### src/verilog/cecs_map.svh
/*
 * register offsets, field positions, reset values and thresholds of the
 * CAN error capture and state block.
 * assumes a 32-bit classic Wishbone slave with word-aligned registers.
 */
`ifndef CECS_MAP_SVH
`define CECS_MAP_SVH

// ****************************************
// register byte offsets
// ****************************************
`define CECS_ERR_CODE_OFS    8'h00
`define CECS_STATUS_OFS      8'h04
`define CECS_RX_ERR_CNT_OFS  8'h08
`define CECS_TX_ERR_CNT_OFS  8'h0C
`define CECS_WARN_LIMIT_OFS  8'h10
`define CECS_LOST_CNT_OFS    8'h14
`define CECS_IRQ_STATUS_OFS  8'h18
`define CECS_IRQ_MASK_OFS    8'h1C
`define CECS_CONTROL_OFS     8'h20

// ****************************************
// error code fields
// ****************************************
`define CECS_TYPE_MSB        7
`define CECS_TYPE_LSB        6
`define CECS_DIR_BIT         5
`define CECS_POS_MSB         4
`define CECS_POS_LSB         0

// ****************************************
// status register bits
// ****************************************
`define CECS_ST_WARN_BIT     0
`define CECS_ST_PASSIVE_BIT  1
`define CECS_ST_CODE_VALID   2
`define CECS_ST_BUSOFF_BIT   3

// ****************************************
// interrupt status bits
// ****************************************
`define CECS_IRQ_ERROR       0
`define CECS_IRQ_WARN        1
`define CECS_IRQ_PASSIVE     2
`define CECS_IRQ_RECOVER     3
`define CECS_IRQ_ACTIVE      4
`define CECS_IRQ_LOST        5
`define CECS_IRQ_WIDTH       6

// ****************************************
// control register bits
// ****************************************
`define CECS_CTL_CNT_CLEAR   0

// ****************************************
// reset values and thresholds
// ****************************************
`define CECS_WARN_LIMIT_RST  8'h60
`define CECS_PASSIVE_LEVEL   9'h080
`define CECS_BUSOFF_LEVEL    9'h100
`define CECS_CNT_RST         9'h000

`endif

### src/verilog/cecs_pkg.sv
/*
 * types of the CAN error capture and state block.
 * assumes nothing beyond a SystemVerilog compiler.
 */
`default_nettype none
package cecs_pkg;

   // ****************************************
   // error types
   // ****************************************
   typedef enum logic [1:0] {
      CECS_ERR_BIT    = 2'b00,
      CECS_ERR_FORMAT = 2'b01,
      CECS_ERR_STUFF  = 2'b10,
      CECS_ERR_OTHER  = 2'b11
   } cecs_err_type;

   // ****************************************
   // frame segment where the error fell
   // ****************************************
   typedef enum logic [4:0] {
      CECS_SEG_SOF       = 5'h03,
      CECS_SEG_ID_28_21  = 5'h02,
      CECS_SEG_ID_20_18  = 5'h06,
      CECS_SEG_SRTR      = 5'h04,
      CECS_SEG_IDE       = 5'h05,
      CECS_SEG_ID_17_13  = 5'h07,
      CECS_SEG_ID_12_5   = 5'h0F,
      CECS_SEG_ID_4_0    = 5'h0E,
      CECS_SEG_RTR       = 5'h0C,
      CECS_SEG_RSV1      = 5'h0D,
      CECS_SEG_RSV0      = 5'h09,
      CECS_SEG_DLC       = 5'h0B,
      CECS_SEG_DATA      = 5'h0A,
      CECS_SEG_CRC       = 5'h08,
      CECS_SEG_CRC_DELIM = 5'h18,
      CECS_SEG_ACK_SLOT  = 5'h19,
      CECS_SEG_ACK_DELIM = 5'h1B,
      CECS_SEG_EOF       = 5'h1A,
      CECS_SEG_INTERMISS = 5'h12,
      CECS_SEG_ACT_FLAG  = 5'h11,
      CECS_SEG_PAS_FLAG  = 5'h16,
      CECS_SEG_TOL_DOM   = 5'h13,
      CECS_SEG_ERR_DELIM = 5'h17,
      CECS_SEG_OVL_FLAG  = 5'h1C
   } cecs_seg_type;

   // ****************************************
   // fault confinement states
   // ****************************************
   typedef enum logic [1:0] {
      CECS_ST_ACTIVE  = 2'b00,
      CECS_ST_PASSIVE = 2'b01
   } cecs_state_type;

endpackage : cecs_pkg

`default_nettype wire

### src/verilog/cecs_error_state.sv
/*
 * CAN error capture and fault confinement state block with a classic
 * Wishbone register slave and one level interrupt.
 * assumes the protocol engine on the same clock gives one-cycle pulses for
 * detected errors, good frames and lost messages.
 */
// The implementer's own choices: register access over Wishbone and the register offsets.
`timescale 1ns/10ps
`default_nettype none
`include "cecs_map.svh"

module cecs_error_state
   import cecs_pkg::*;
#(
   parameter int CNT_WIDTH = 9,
   parameter int LOST_WIDTH = 16
) (
   input wire logic clock_in,
   input wire logic sys_rst_in,
   // ****************************************
   // wishbone slave
   // ****************************************
   input wire logic wb_cyc_in,
   input wire logic wb_stb_in,
   input wire logic wb_we_in,
   input wire logic [7:0] wb_adr_in,
   input wire logic [3:0] wb_sel_in,
   input wire logic [31:0] wb_dat_in,
   output logic [31:0] wb_dat_out,
   output logic wb_ack_out,
   // ****************************************
   // protocol engine events
   // ****************************************
   input wire logic err_det_in,
   input wire logic [1:0] err_type_in,
   input wire logic err_rx_in,
   input wire logic [4:0] err_seg_in,
   input wire logic tx_ok_in,
   input wire logic rx_ok_in,
   input wire logic msg_lost_in,
   // ****************************************
   // bus side controls and interrupt
   // ****************************************
   output logic ack_enable_out,
   output logic err_flag_enable_out,
   output logic err_passive_out,
   output logic irq_out
);

   logic [7:0] err_code;
   logic code_valid;
   logic [7:0] warn_limit;
   logic [LOST_WIDTH-1:0] lost_cnt;
   logic [`CECS_IRQ_WIDTH-1:0] irq_status;
   logic [`CECS_IRQ_WIDTH-1:0] irq_mask;
   logic [`CECS_IRQ_WIDTH-1:0] irq_set;
   logic [CNT_WIDTH-1:0] rx_cnt;
   logic [CNT_WIDTH-1:0] tx_cnt;
   logic cnt_clear;
   cecs_state_type state;
   logic warn;
   logic next_warn;
   logic next_passive;
   logic req;
   logic wr_req;
   logic rd_req;
   logic [31:0] next_rdata;
   logic [7:0] status_byte;
   logic [7:0] rx_byte;
   logic [7:0] tx_byte;

   // ****************************************
   // bus access decode
   // ****************************************
   assign req = wb_cyc_in && wb_stb_in && !wb_ack_out;
   assign wr_req = req && wb_we_in && wb_sel_in[0];
   assign rd_req = req && !wb_we_in;

   always_ff @(posedge clock_in or posedge sys_rst_in) begin
      if (sys_rst_in) begin
         wb_ack_out <= 1'b0;
      end else begin
         wb_ack_out <= req;
      end
   end

   // ****************************************
   // error code capture
   // ****************************************
   always_ff @(posedge clock_in or posedge sys_rst_in) begin
      if (sys_rst_in) begin
         err_code <= 8'h00;
         code_valid <= 1'b0;
      end else if (err_det_in && !code_valid) begin
         err_code[`CECS_TYPE_MSB:`CECS_TYPE_LSB] <= err_type_in;
         err_code[`CECS_DIR_BIT] <= err_rx_in;
         err_code[`CECS_POS_MSB:`CECS_POS_LSB] <= err_seg_in;
         code_valid <= 1'b1;
      end else if (rd_req && (wb_adr_in == `CECS_ERR_CODE_OFS)) begin
         code_valid <= 1'b0;
      end
   end

   // ****************************************
   // error counters
   // ****************************************
   assign cnt_clear = wr_req && (wb_adr_in == `CECS_CONTROL_OFS) && wb_dat_in[`CECS_CTL_CNT_CLEAR];

   cecs_err_counter #(
      .WIDTH(CNT_WIDTH)
   ) u_rx_cnt (
      .clock_in(clock_in),
      .sys_rst_in(sys_rst_in),
      .clear_in(cnt_clear),
      .inc_in(err_det_in && err_rx_in),
      .inc_step_in(4'h1),
      .dec_in(rx_ok_in),
      .count_out(rx_cnt)
   );

   cecs_err_counter #(
      .WIDTH(CNT_WIDTH)
   ) u_tx_cnt (
      .clock_in(clock_in),
      .sys_rst_in(sys_rst_in),
      .clear_in(cnt_clear),
      .inc_in(err_det_in && !err_rx_in),
      .inc_step_in(4'h8),
      .dec_in(tx_ok_in),
      .count_out(tx_cnt)
   );

   // ****************************************
   // warning limit and fault confinement
   // ****************************************
   assign next_warn = ({1'b0, rx_cnt} > {{(CNT_WIDTH - 7){1'b0}}, warn_limit})
      || ({1'b0, tx_cnt} > {{(CNT_WIDTH - 7){1'b0}}, warn_limit});
   assign next_passive = (rx_cnt >= CNT_WIDTH'(`CECS_PASSIVE_LEVEL))
      || (tx_cnt >= CNT_WIDTH'(`CECS_PASSIVE_LEVEL));

   always_ff @(posedge clock_in or posedge sys_rst_in) begin
      if (sys_rst_in) begin
         warn <= 1'b0;
      end else begin
         warn <= next_warn;
      end
   end

   always_ff @(posedge clock_in or posedge sys_rst_in) begin
      if (sys_rst_in) begin
         state <= CECS_ST_ACTIVE;
      end else begin
         case (state)
            CECS_ST_ACTIVE: begin
               if (next_passive) begin
                  state <= CECS_ST_PASSIVE;
               end
            end
            CECS_ST_PASSIVE: begin
               if (!next_passive) begin
                  state <= CECS_ST_ACTIVE;
               end
            end
            default: begin
               state <= CECS_ST_ACTIVE;
            end
         endcase
      end
   end

   always_ff @(posedge clock_in or posedge sys_rst_in) begin
      if (sys_rst_in) begin
         ack_enable_out <= 1'b1;
         err_flag_enable_out <= 1'b1;
         err_passive_out <= 1'b0;
      end else begin
         ack_enable_out <= !next_passive;
         err_flag_enable_out <= !next_passive;
         err_passive_out <= next_passive;
      end
   end

   // ****************************************
   // lost message counter
   // ****************************************
   always_ff @(posedge clock_in or posedge sys_rst_in) begin
      if (sys_rst_in) begin
         lost_cnt <= '0;
      end else if (msg_lost_in && (lost_cnt != '1)) begin
         lost_cnt <= lost_cnt + 1'b1;
      end else if (wr_req && (wb_adr_in == `CECS_LOST_CNT_OFS)) begin
         lost_cnt <= '0;
      end
   end

   // ****************************************
   // interrupt status, mask and output
   // ****************************************
   always_comb begin
      irq_set = '0;
      irq_set[`CECS_IRQ_ERROR] = err_det_in;
      irq_set[`CECS_IRQ_WARN] = next_warn && !warn;
      irq_set[`CECS_IRQ_RECOVER] = !next_warn && warn;
      irq_set[`CECS_IRQ_PASSIVE] = next_passive && (state == CECS_ST_ACTIVE);
      irq_set[`CECS_IRQ_ACTIVE] = !next_passive && (state == CECS_ST_PASSIVE);
      irq_set[`CECS_IRQ_LOST] = msg_lost_in;
   end

   // set wins over a write-one clear in the same cycle
   always_ff @(posedge clock_in or posedge sys_rst_in) begin
      if (sys_rst_in) begin
         irq_status <= '0;
      end else if (wr_req && (wb_adr_in == `CECS_IRQ_STATUS_OFS)) begin
         irq_status <= (irq_status & ~wb_dat_in[`CECS_IRQ_WIDTH-1:0]) | irq_set;
      end else begin
         irq_status <= irq_status | irq_set;
      end
   end

   always_ff @(posedge clock_in or posedge sys_rst_in) begin
      if (sys_rst_in) begin
         irq_mask <= '0;
         warn_limit <= `CECS_WARN_LIMIT_RST;
      end else if (wr_req) begin
         if (wb_adr_in == `CECS_IRQ_MASK_OFS) begin
            irq_mask <= wb_dat_in[`CECS_IRQ_WIDTH-1:0];
         end
         if (wb_adr_in == `CECS_WARN_LIMIT_OFS) begin
            warn_limit <= wb_dat_in[7:0];
         end
      end
   end

   always_ff @(posedge clock_in or posedge sys_rst_in) begin
      if (sys_rst_in) begin
         irq_out <= 1'b0;
      end else begin
         irq_out <= |((irq_status | irq_set) & irq_mask);
      end
   end

   // ****************************************
   // read data
   // ****************************************
   assign rx_byte = (rx_cnt > CNT_WIDTH'(8'hFF)) ? 8'hFF : rx_cnt[7:0];
   assign tx_byte = (tx_cnt > CNT_WIDTH'(8'hFF)) ? 8'hFF : tx_cnt[7:0];

   always_comb begin
      status_byte = 8'h00;
      status_byte[`CECS_ST_WARN_BIT] = warn;
      status_byte[`CECS_ST_PASSIVE_BIT] = (state == CECS_ST_PASSIVE);
      status_byte[`CECS_ST_CODE_VALID] = code_valid;
      status_byte[`CECS_ST_BUSOFF_BIT] = (tx_cnt >= CNT_WIDTH'(`CECS_BUSOFF_LEVEL));
   end

   always_comb begin
      next_rdata = 32'h0000_0000;
      case (wb_adr_in)
         `CECS_ERR_CODE_OFS: next_rdata[7:0] = err_code;
         `CECS_STATUS_OFS: next_rdata[7:0] = status_byte;
         `CECS_RX_ERR_CNT_OFS: next_rdata[7:0] = rx_byte;
         `CECS_TX_ERR_CNT_OFS: next_rdata[7:0] = tx_byte;
         `CECS_WARN_LIMIT_OFS: next_rdata[7:0] = warn_limit;
         `CECS_LOST_CNT_OFS: next_rdata[LOST_WIDTH-1:0] = lost_cnt;
         `CECS_IRQ_STATUS_OFS: next_rdata[`CECS_IRQ_WIDTH-1:0] = irq_status;
         `CECS_IRQ_MASK_OFS: next_rdata[`CECS_IRQ_WIDTH-1:0] = irq_mask;
         default: next_rdata = 32'h0000_0000;
      endcase
   end

   always_ff @(posedge clock_in or posedge sys_rst_in) begin
      if (sys_rst_in) begin
         wb_dat_out <= 32'h0000_0000;
      end else if (rd_req) begin
         wb_dat_out <= next_rdata;
      end
   end

endmodule // cecs_error_state

`default_nettype wire

### src/verilog/cecs_err_counter.sv
/*
 * one CAN error counter: adds a step on an error, subtracts one on a good
 * frame, saturates at both ends and clears on request.
 * assumes increment, decrement and clear are pulses on the same clock.
 */
`timescale 1ns/10ps
`default_nettype none

module cecs_err_counter #(
   parameter int WIDTH = 9
) (
   input wire logic clock_in,
   input wire logic sys_rst_in,
   input wire logic clear_in,
   input wire logic inc_in,
   input wire logic [3:0] inc_step_in,
   input wire logic dec_in,
   output logic [WIDTH-1:0] count_out
);

   logic [WIDTH:0] sum;

   assign sum = {1'b0, count_out} + {{(WIDTH - 3){1'b0}}, inc_step_in};

   // saturating add and subtract
   always_ff @(posedge clock_in or posedge sys_rst_in) begin
      if (sys_rst_in) begin
         count_out <= '0;
      end else if (clear_in) begin
         count_out <= '0;
      end else if (inc_in) begin
         count_out <= sum[WIDTH] ? '1 : sum[WIDTH-1:0];
      end else if (dec_in && (count_out != '0)) begin
         count_out <= count_out - 1'b1;
      end
   end

endmodule // cecs_err_counter

`default_nettype wire

### config.mk
export PLATFORM = sky130hd
export DESIGN_NAME = cecs_error_state
export DESIGN_NICKNAME = d
export VERILOG_FILES = /design/src/verilog/cecs_pkg.sv /design/src/verilog/cecs_error_state.sv /design/src/verilog/cecs_err_counter.sv
export VERILOG_INCLUDE_DIRS = /design/src /design/src/verilog
export SDC_FILE = /design/constraint.sdc
export NUM_CORES = 1
export LEC_CHECK = 0
export BUFFER_PORTS_ARGS = -buffer_cell sky130_fd_sc_hd__buf_4
export CELL_PAD_IN_SITES_DETAIL_PLACEMENT = 1
export CELL_PAD_IN_SITES_GLOBAL_PLACEMENT = 2
export CORE_ASPECT_RATIO = 1.1
export CORE_UTILIZATION = 38
export CTS_BUF_LIST = sky130_fd_sc_hd__clkbuf_8
export DETAILED_ROUTE_END_ITERATION = 7
export PLACE_DENSITY_LB_ADDON = 0.1
export RECOVER_POWER = 25
export SYNTH_ARGS = -nofsm -noshare
export SYNTH_HDL_FRONTEND = slang
export SYNTH_SLANG_ARGS = --single-unit
export TNS_END_PERCENT = 30
### constraint.sdc
create_clock -name clock_in -period 4.1 [get_ports clock_in]
set_input_delay 0 -clock clock_in [delete_from_list [all_inputs] [get_ports clock_in]]
set_output_delay 0 -clock clock_in [all_outputs]
set_load 0.03 [all_outputs]
==> Word level (Yosys, flattened, before mapping) <==
Index checks and enable logic that the tools add are counted.
{ "op_classes": {"n_bitwise": 5, "div": 0, "magnitude_cmp": 7, "add_sub_neg": 5, "mul": 0, "shifts": 0, "reduce_logical": 41, "muxes": 21, "eq_ne": 12} }
{ "ops": {"columns": ["cell", "count"], "rows": [
  ["two-way mux 9 bit", 8],
  ["case mux 6 bit (8 select lines)", 1],
  ["== test 8 x 5 -> 1 bit, second input constant", 4],
  ["two-way mux 16 bit", 2],
  ["two-way mux 8 bit", 3],
  ["logical AND 1 bit", 20],
  ["greater-or-equal comparator 9 x 8 -> 1 bit, second input constant", 2],
  ["greater-than comparator 9 x 8 -> 1 bit", 2],
  ["greater-than comparator 9 x 8 -> 1 bit, second input constant", 2],
  ["nonzero test 9 bit", 2],
  ["subtractor 9 x 1 -> 9 bit, second input constant", 2],
  ["adder 16 x 1 -> 16 bit, second input constant", 1],
  ["== test 8 x 4 -> 1 bit, second input constant", 2],
  ["inequality test 16 bit, second input constant", 1],
  ["AND 6 bit", 2],
  ["bitwise OR 6 bit", 2],
  ["adder 9 x 1 -> 10 bit, second input constant", 1],
  ["adder 9 x 4 -> 10 bit, second input constant", 1],
  ["case mux 2 bit (5 select lines)", 1],
  ["greater-or-equal comparator 9 bit, second input constant", 1],
  ["== test 8 x 3 -> 1 bit, second input constant", 1],
  ["== test 8 x 6 -> 1 bit, second input constant", 1],
  ["zero test 8 bit", 1],
  ["zero test 1 bit", 7],
  ["13 further kinds", 21]
]} }
{ "word_totals": {"out_inout_bits": 37, "memories": 0, "mem_bits_ro": 0, "latchBits": 0, "in_bits": 61, "wordCells": 106, "ram_bits": 0, "ff_bits": 86} }

==> Depth between registers and ports, before layout <==
{ "logic_depth": {"depth_word": 7, "depth_mapped": 10, "ltp_nobuf": 10} }

==> Modules after synthesis <==
Synthesis repeated with hierarchy kept, for this count alone.
{ "unflattened": {"cells_unflattened": 627, "area_unflattened_um2": 5860.6} }
{ "modules_own_cells": {"columns": ["module", "instances", "area_per_inst_um2", "cells_per_inst"], "rows": [
  ["cecs_error_state", 1, 4106.4, 421],
  ["cecs_err_counter", 2, 877.1, 103]
]} }

==> Worst setup path before layout <==
No wires, ideal clock.
{ "synth_path": {"kind": "register to register", "start": "reg u_rx_cnt.count_out[1]", "end": "reg wb_dat_out[4]", "path_stages_with_launch": 11, "setup_ps": 78, "synth_period_minus_slack_ps": 2011, "path_slack_ps": 2089, "path_buffers": 0, "t_arrival_ps": 1934, "path_cell_list": "dfrtp_1 ha_1 and3_1 nand3_1 nor2_1 ha_1 nor2b_1 o21ai_0 a211oi_1 a2111oi_2 a21oi_1"} }
{ "synth_via": {"elab_chain_len": 3} }
{ "synth_rtl": {"columns": ["element", "line_no", "rtl"], "rows": [
  ["start, declared", "cecs_err_counter.sv:18", "output logic [WIDTH-1:0] count_out"],
  ["start signal, assigned", "cecs_err_counter.sv:32", "count_out <= sum[WIDTH] ? '1 : sum[WIDTH-1:0];"],
  ["start signal, assigned", "cecs_err_counter.sv:34", "count_out <= count_out - 1'b1;"],
  ["greater-than comparator 9 x 8 -> 1 bit", "cecs_error_state.sv:245", "assign rx_byte = (rx_cnt > CNT_WIDTH'(8'hFF)) ? 8'hFF : rx_cnt[7:0];"],
  ["two-way mux 8 bit", "cecs_error_state.sv:245", null],
  ["case mux 6 bit (8 select lines)", "cecs_error_state.sv:258", "case (wb_adr_in)"],
  ["end signal, assigned", "cecs_error_state.sv:275", "wb_dat_out <= next_rdata;"],
  ["end, declared", "cecs_error_state.sv:29", "output logic [31:0] wb_dat_out,"]
]} }
No other way between the ends.
A chain may end at the register's enable or synchronous reset.

==> Worst setup path in the final report <==
{ "layout_path": {"start": "reg u_rx_cnt.count_out[0]", "end": "reg u_rx_cnt.count_out[4]"} }
{ "layout_via": {"elab_chain_len": 4} }
{ "layout_rtl": {"columns": ["element", "line_no", "rtl"], "rows": [
  ["subtractor 9 x 1 -> 9 bit or adder 9 x 1 -> 10 bit (tied branches)", "cecs_err_counter.sv:34, cecs_err_counter.sv:23", null],
  ["two-way mux 9 bit, on equally long branches", "cecs_err_counter.sv:33, cecs_err_counter.sv:32", null],
  ["two-way mux 9 bit", "cecs_err_counter.sv:31", "end else if (inc_in) begin"],
  ["two-way mux 9 bit", "cecs_err_counter.sv:29", "end else if (clear_in) begin"]
]} }
Parallel ways exist; a longest one is shown, timed or not. The select of a mux whose other input is x is not followed.

==> flow_summary_export.csv <==
group,metric,value,unit
worst_hold_path,hp-class,"in -> reg",
grt,grt_pass1_vias,5125,
synth,yosysSeqAreaShare,37.6,%
synth,ys.flop_type,"dfrtp_1",
timing,fin_worst_skew,9.29,ps
place,post_dp_cell_area,6070,um2
power_and_ir_drop,ir_drop,0.265,mV
clock_network,cts_setup_buffers,0,
setup_path,path_cells,"inv_1 -> ha_1 -> nor4b_2 -> a21boi_2 -> or2_0 -> o21ai_0 -> a221oi_2",
grt,grt_use_total,24.1,%
flow_run,cap_violations,1,
final_layout,fin_util,44.8,%
timing,clock.fmax,359,MHz
clock_network,root_buffer,"clkbuf_8",
synth,ys_warn_count,0,
timing,maxSlewViolCount,40,
setup_path,max_stage_delay,580,ps
setup_path,crit_arrival,3070,ps
setup_path,crit_type,"reg -> reg",
timing,fin_crit_sh,67.9,%
die,die_x,118,um
clock_network,postCtsHoldBufs,23,
setup_path,crit_start,"u_rx_cnt.count_out[0]",
route,antenna_left,0,
final_layout,layout-drive-gt1-share,17.6,%
clock_network,numCtsBuffers,9,
worst_hold_path,hp-start,"wb_adr_in[6]",
setup_path,crit_required,4390,ps
clock_network,clk_latency,380,ps
place,io_buffers,54,
grt,antenna_found_initial,0,
status,violations,"capacitance limit, slew limit",
setup_path,r2r_slack,1320,ps
setup_path,rr_endpoint,"u_rx_cnt.count_out[4]",
worst_hold_path,worstHoldPathCells,4,
setup_path,r2r-start,"u_rx_cnt.count_out[0]",
synth,ys_types,83,
clock_network,h-tree-depth,3,
synth,synth_top_area_cell,"dfrtp_1",
grt,grt_pass1_wl,28600,um
setup_path,critPathTopFamily,"compound AO/OA/AOI/OAI gates",
synth,synth.top_cell.area_share,36.2,%
timing,tightest_slew,1830,ps
power_and_ir_drop,power_density,449,nW/um2
setup_path,path_buf_inv,1,
status,status,"finished with violations",
die,core,14500,um2
power_and_ir_drop,p_leak,2.77,nW
timing,final.min_clock_period,2780,ps
final_layout,nets,763,
place,dp_slack,1300,ps
die,dieHeight,130,um
route,viasPerCell,5.63,
timing,rsz0062_at_grt,"no",
synth,async_flop_share,100,%
setup_path,rr_worst_depth,7,
synth,yosys_register_bits,85,
final_layout,fill_cells,1732,
clock_network,clock_path_buffers,2,
route,drc,0,
final_layout,area_growth,14.6,%
synth,synth_edf_count,0,
setup_path,crit_end,"u_rx_cnt.count_out[4]",
timing,final_hold_viol_count,0,
clock_network,clock_sinks,85,
clock_network,path_clk_slew,100,ps
final_layout,diodes,0,
die,start_util,39.1,%
synth,yosys-top-cells-count,"82 x dfrtp_1, 67 x nand2_1, 39 x nor2_1",
route,vias,4913,
synth,synth.most_common_cell,"dfrtp_1",
synth,synth_area_leaders,"dfrtp_1 36%, ha_1 6.0%, mux2_2 5.0%",
route,drt_iter0_markers,291,
final_layout,final_cell_area,6500,um2
synth,syn_area,5670,um2
place,dp_hpwl,13000,um
setup_path,cp_max_fo,10,
route,wl,17700,um
route,wl_per_cell,20.3,um
setup_path,critPathLaunchType,"register",
setup_path,end_kind,"register",
die,io_pins,98,
synth,syn_area_per_cell,9.12,um2
setup_path,critPathSlowestCell,"dfrtp_1",
timing,setup_violations,0,
synth,netlist_instances,622,
die,core.rowCount,46,
clock_network,post_cts_resized,0,
setup_path,worst-path-stages,7,
clock_network,cts_tree,"yes",
place,place_congestion,0.834,
timing,finalSetupTns,0,ps
timing,layout_setup_ws,1320,ps
timing,relSlewSlack,-22.9,%
grt,grt_overflow,0,
grt,grt_max_degree,48,
route,dr.pass1.iters,4,
die,die_area,15400,um2
per-stage QoR:
| stage | total power, mW | hold slack (ps) | cells |
|---|---|---|---|
| CTS | 2.94 | 25.2 | 872 |
| global route | 3.12 | 53.6 | 872 |
| floorplan | 1.93 | 92.3 | 637 |
| global placement | 2.14 | 128 | 833 |
| finish | 2.92 | 35.3 | 872 |
| detailed placement | 2.19 | 142 | 833 |
cell type report:
cell class | count | area, um2 | area share, %
clock buffer | 11 | 151 | 2.33
multi-input combinational | 473 | 3180 | 48.9
inverter | 27 | 103 | 1.58
clock inverter | 5 | 82.6 | 1.27
sequential | 85 | 2130 | 32.8
timing repair buffer | 79 | 617 | 9.49
tap | 192 | 240 | 3.70
logic make-up (layout without fill, tap and decap cells):
logic type,count (synthesis),count (layout),share of synthesized area [%]
mux,32,32,6.20
xor+xnor,6,6,0.926
flops,85,85,37.6
fa+ha+maj,27,27,5.95
buf+inv,79,122,7.43
other cells,1,16,0.0661
simple gates,235,235,22.7
compound gates,157,157,19.1
placed cells by master, fill, tap and decap left out, drive strengths merged, types with 12 or more instances in the layout:
master and n:
clkbuf 21, dlygate4sd3 23, nor3 16, nand3 35, ha 27, o21ai 43
conb 16, a211oi 12, mux2 25, inv 26, nand2 67, nand4 13
buf 46, dfrtp 82, nor2 40, and3 15, a21oi 32
how the worst min path moves through the flow:
stage | to | slack [ps]
finish | wb_dat_out[5] | 40
global route | wb_dat_out[5] | 50
CTS | wb_dat_out[5] | 30
detailed placement | irq_status[5] | 140
global placement | irq_status[5] | 130
floorplan | irq_status[0] | 90
power breakdown:
group / leakage (nW) / total (mW) / switching [mW] / internal (mW)
clock: 0.120 / 0.722 / 0.344 / 0.378
combinational: 1.59 / 0.884 / 0.480 / 0.404
sequential: 1.06 / 1.31 / 0.326 / 0.985
total: 2.77 / 2.92 / 1.15 / 1.77
registers in the layout, summed over array words and instances (netlist names):
signal	cells
wb_dat_out	16
err_code	8
u_rx_cnt.count_out	9
warn_limit	8
irq_out	1
irq_mask	6
lost_cnt	16
err_flag_enable_out	1
state	1
code_valid	1
wb_ack_out	1
u_tx_cnt.count_out	9
warn	1
err_passive_out	1
irq_status	6
metal layers:
metal | track usage (%) | share of wire, %
met1 | 31.0 | 46
met5 | 0 | 0
met2 | 41.9 | 49
met3 | 3.54 | 2.8
met4 | 7.59 | 1.7
worst reg2reg max path: stages (launching register included):
cell      delay (ps)
dfrtp_1          580
inv_1            220
ha_1             250
nor4b_2          160
a21boi_2         390
or2_0            540
o21ai_0          240
a221oi_2         320
No activity file was read; power rests on OpenSTA's default activity.
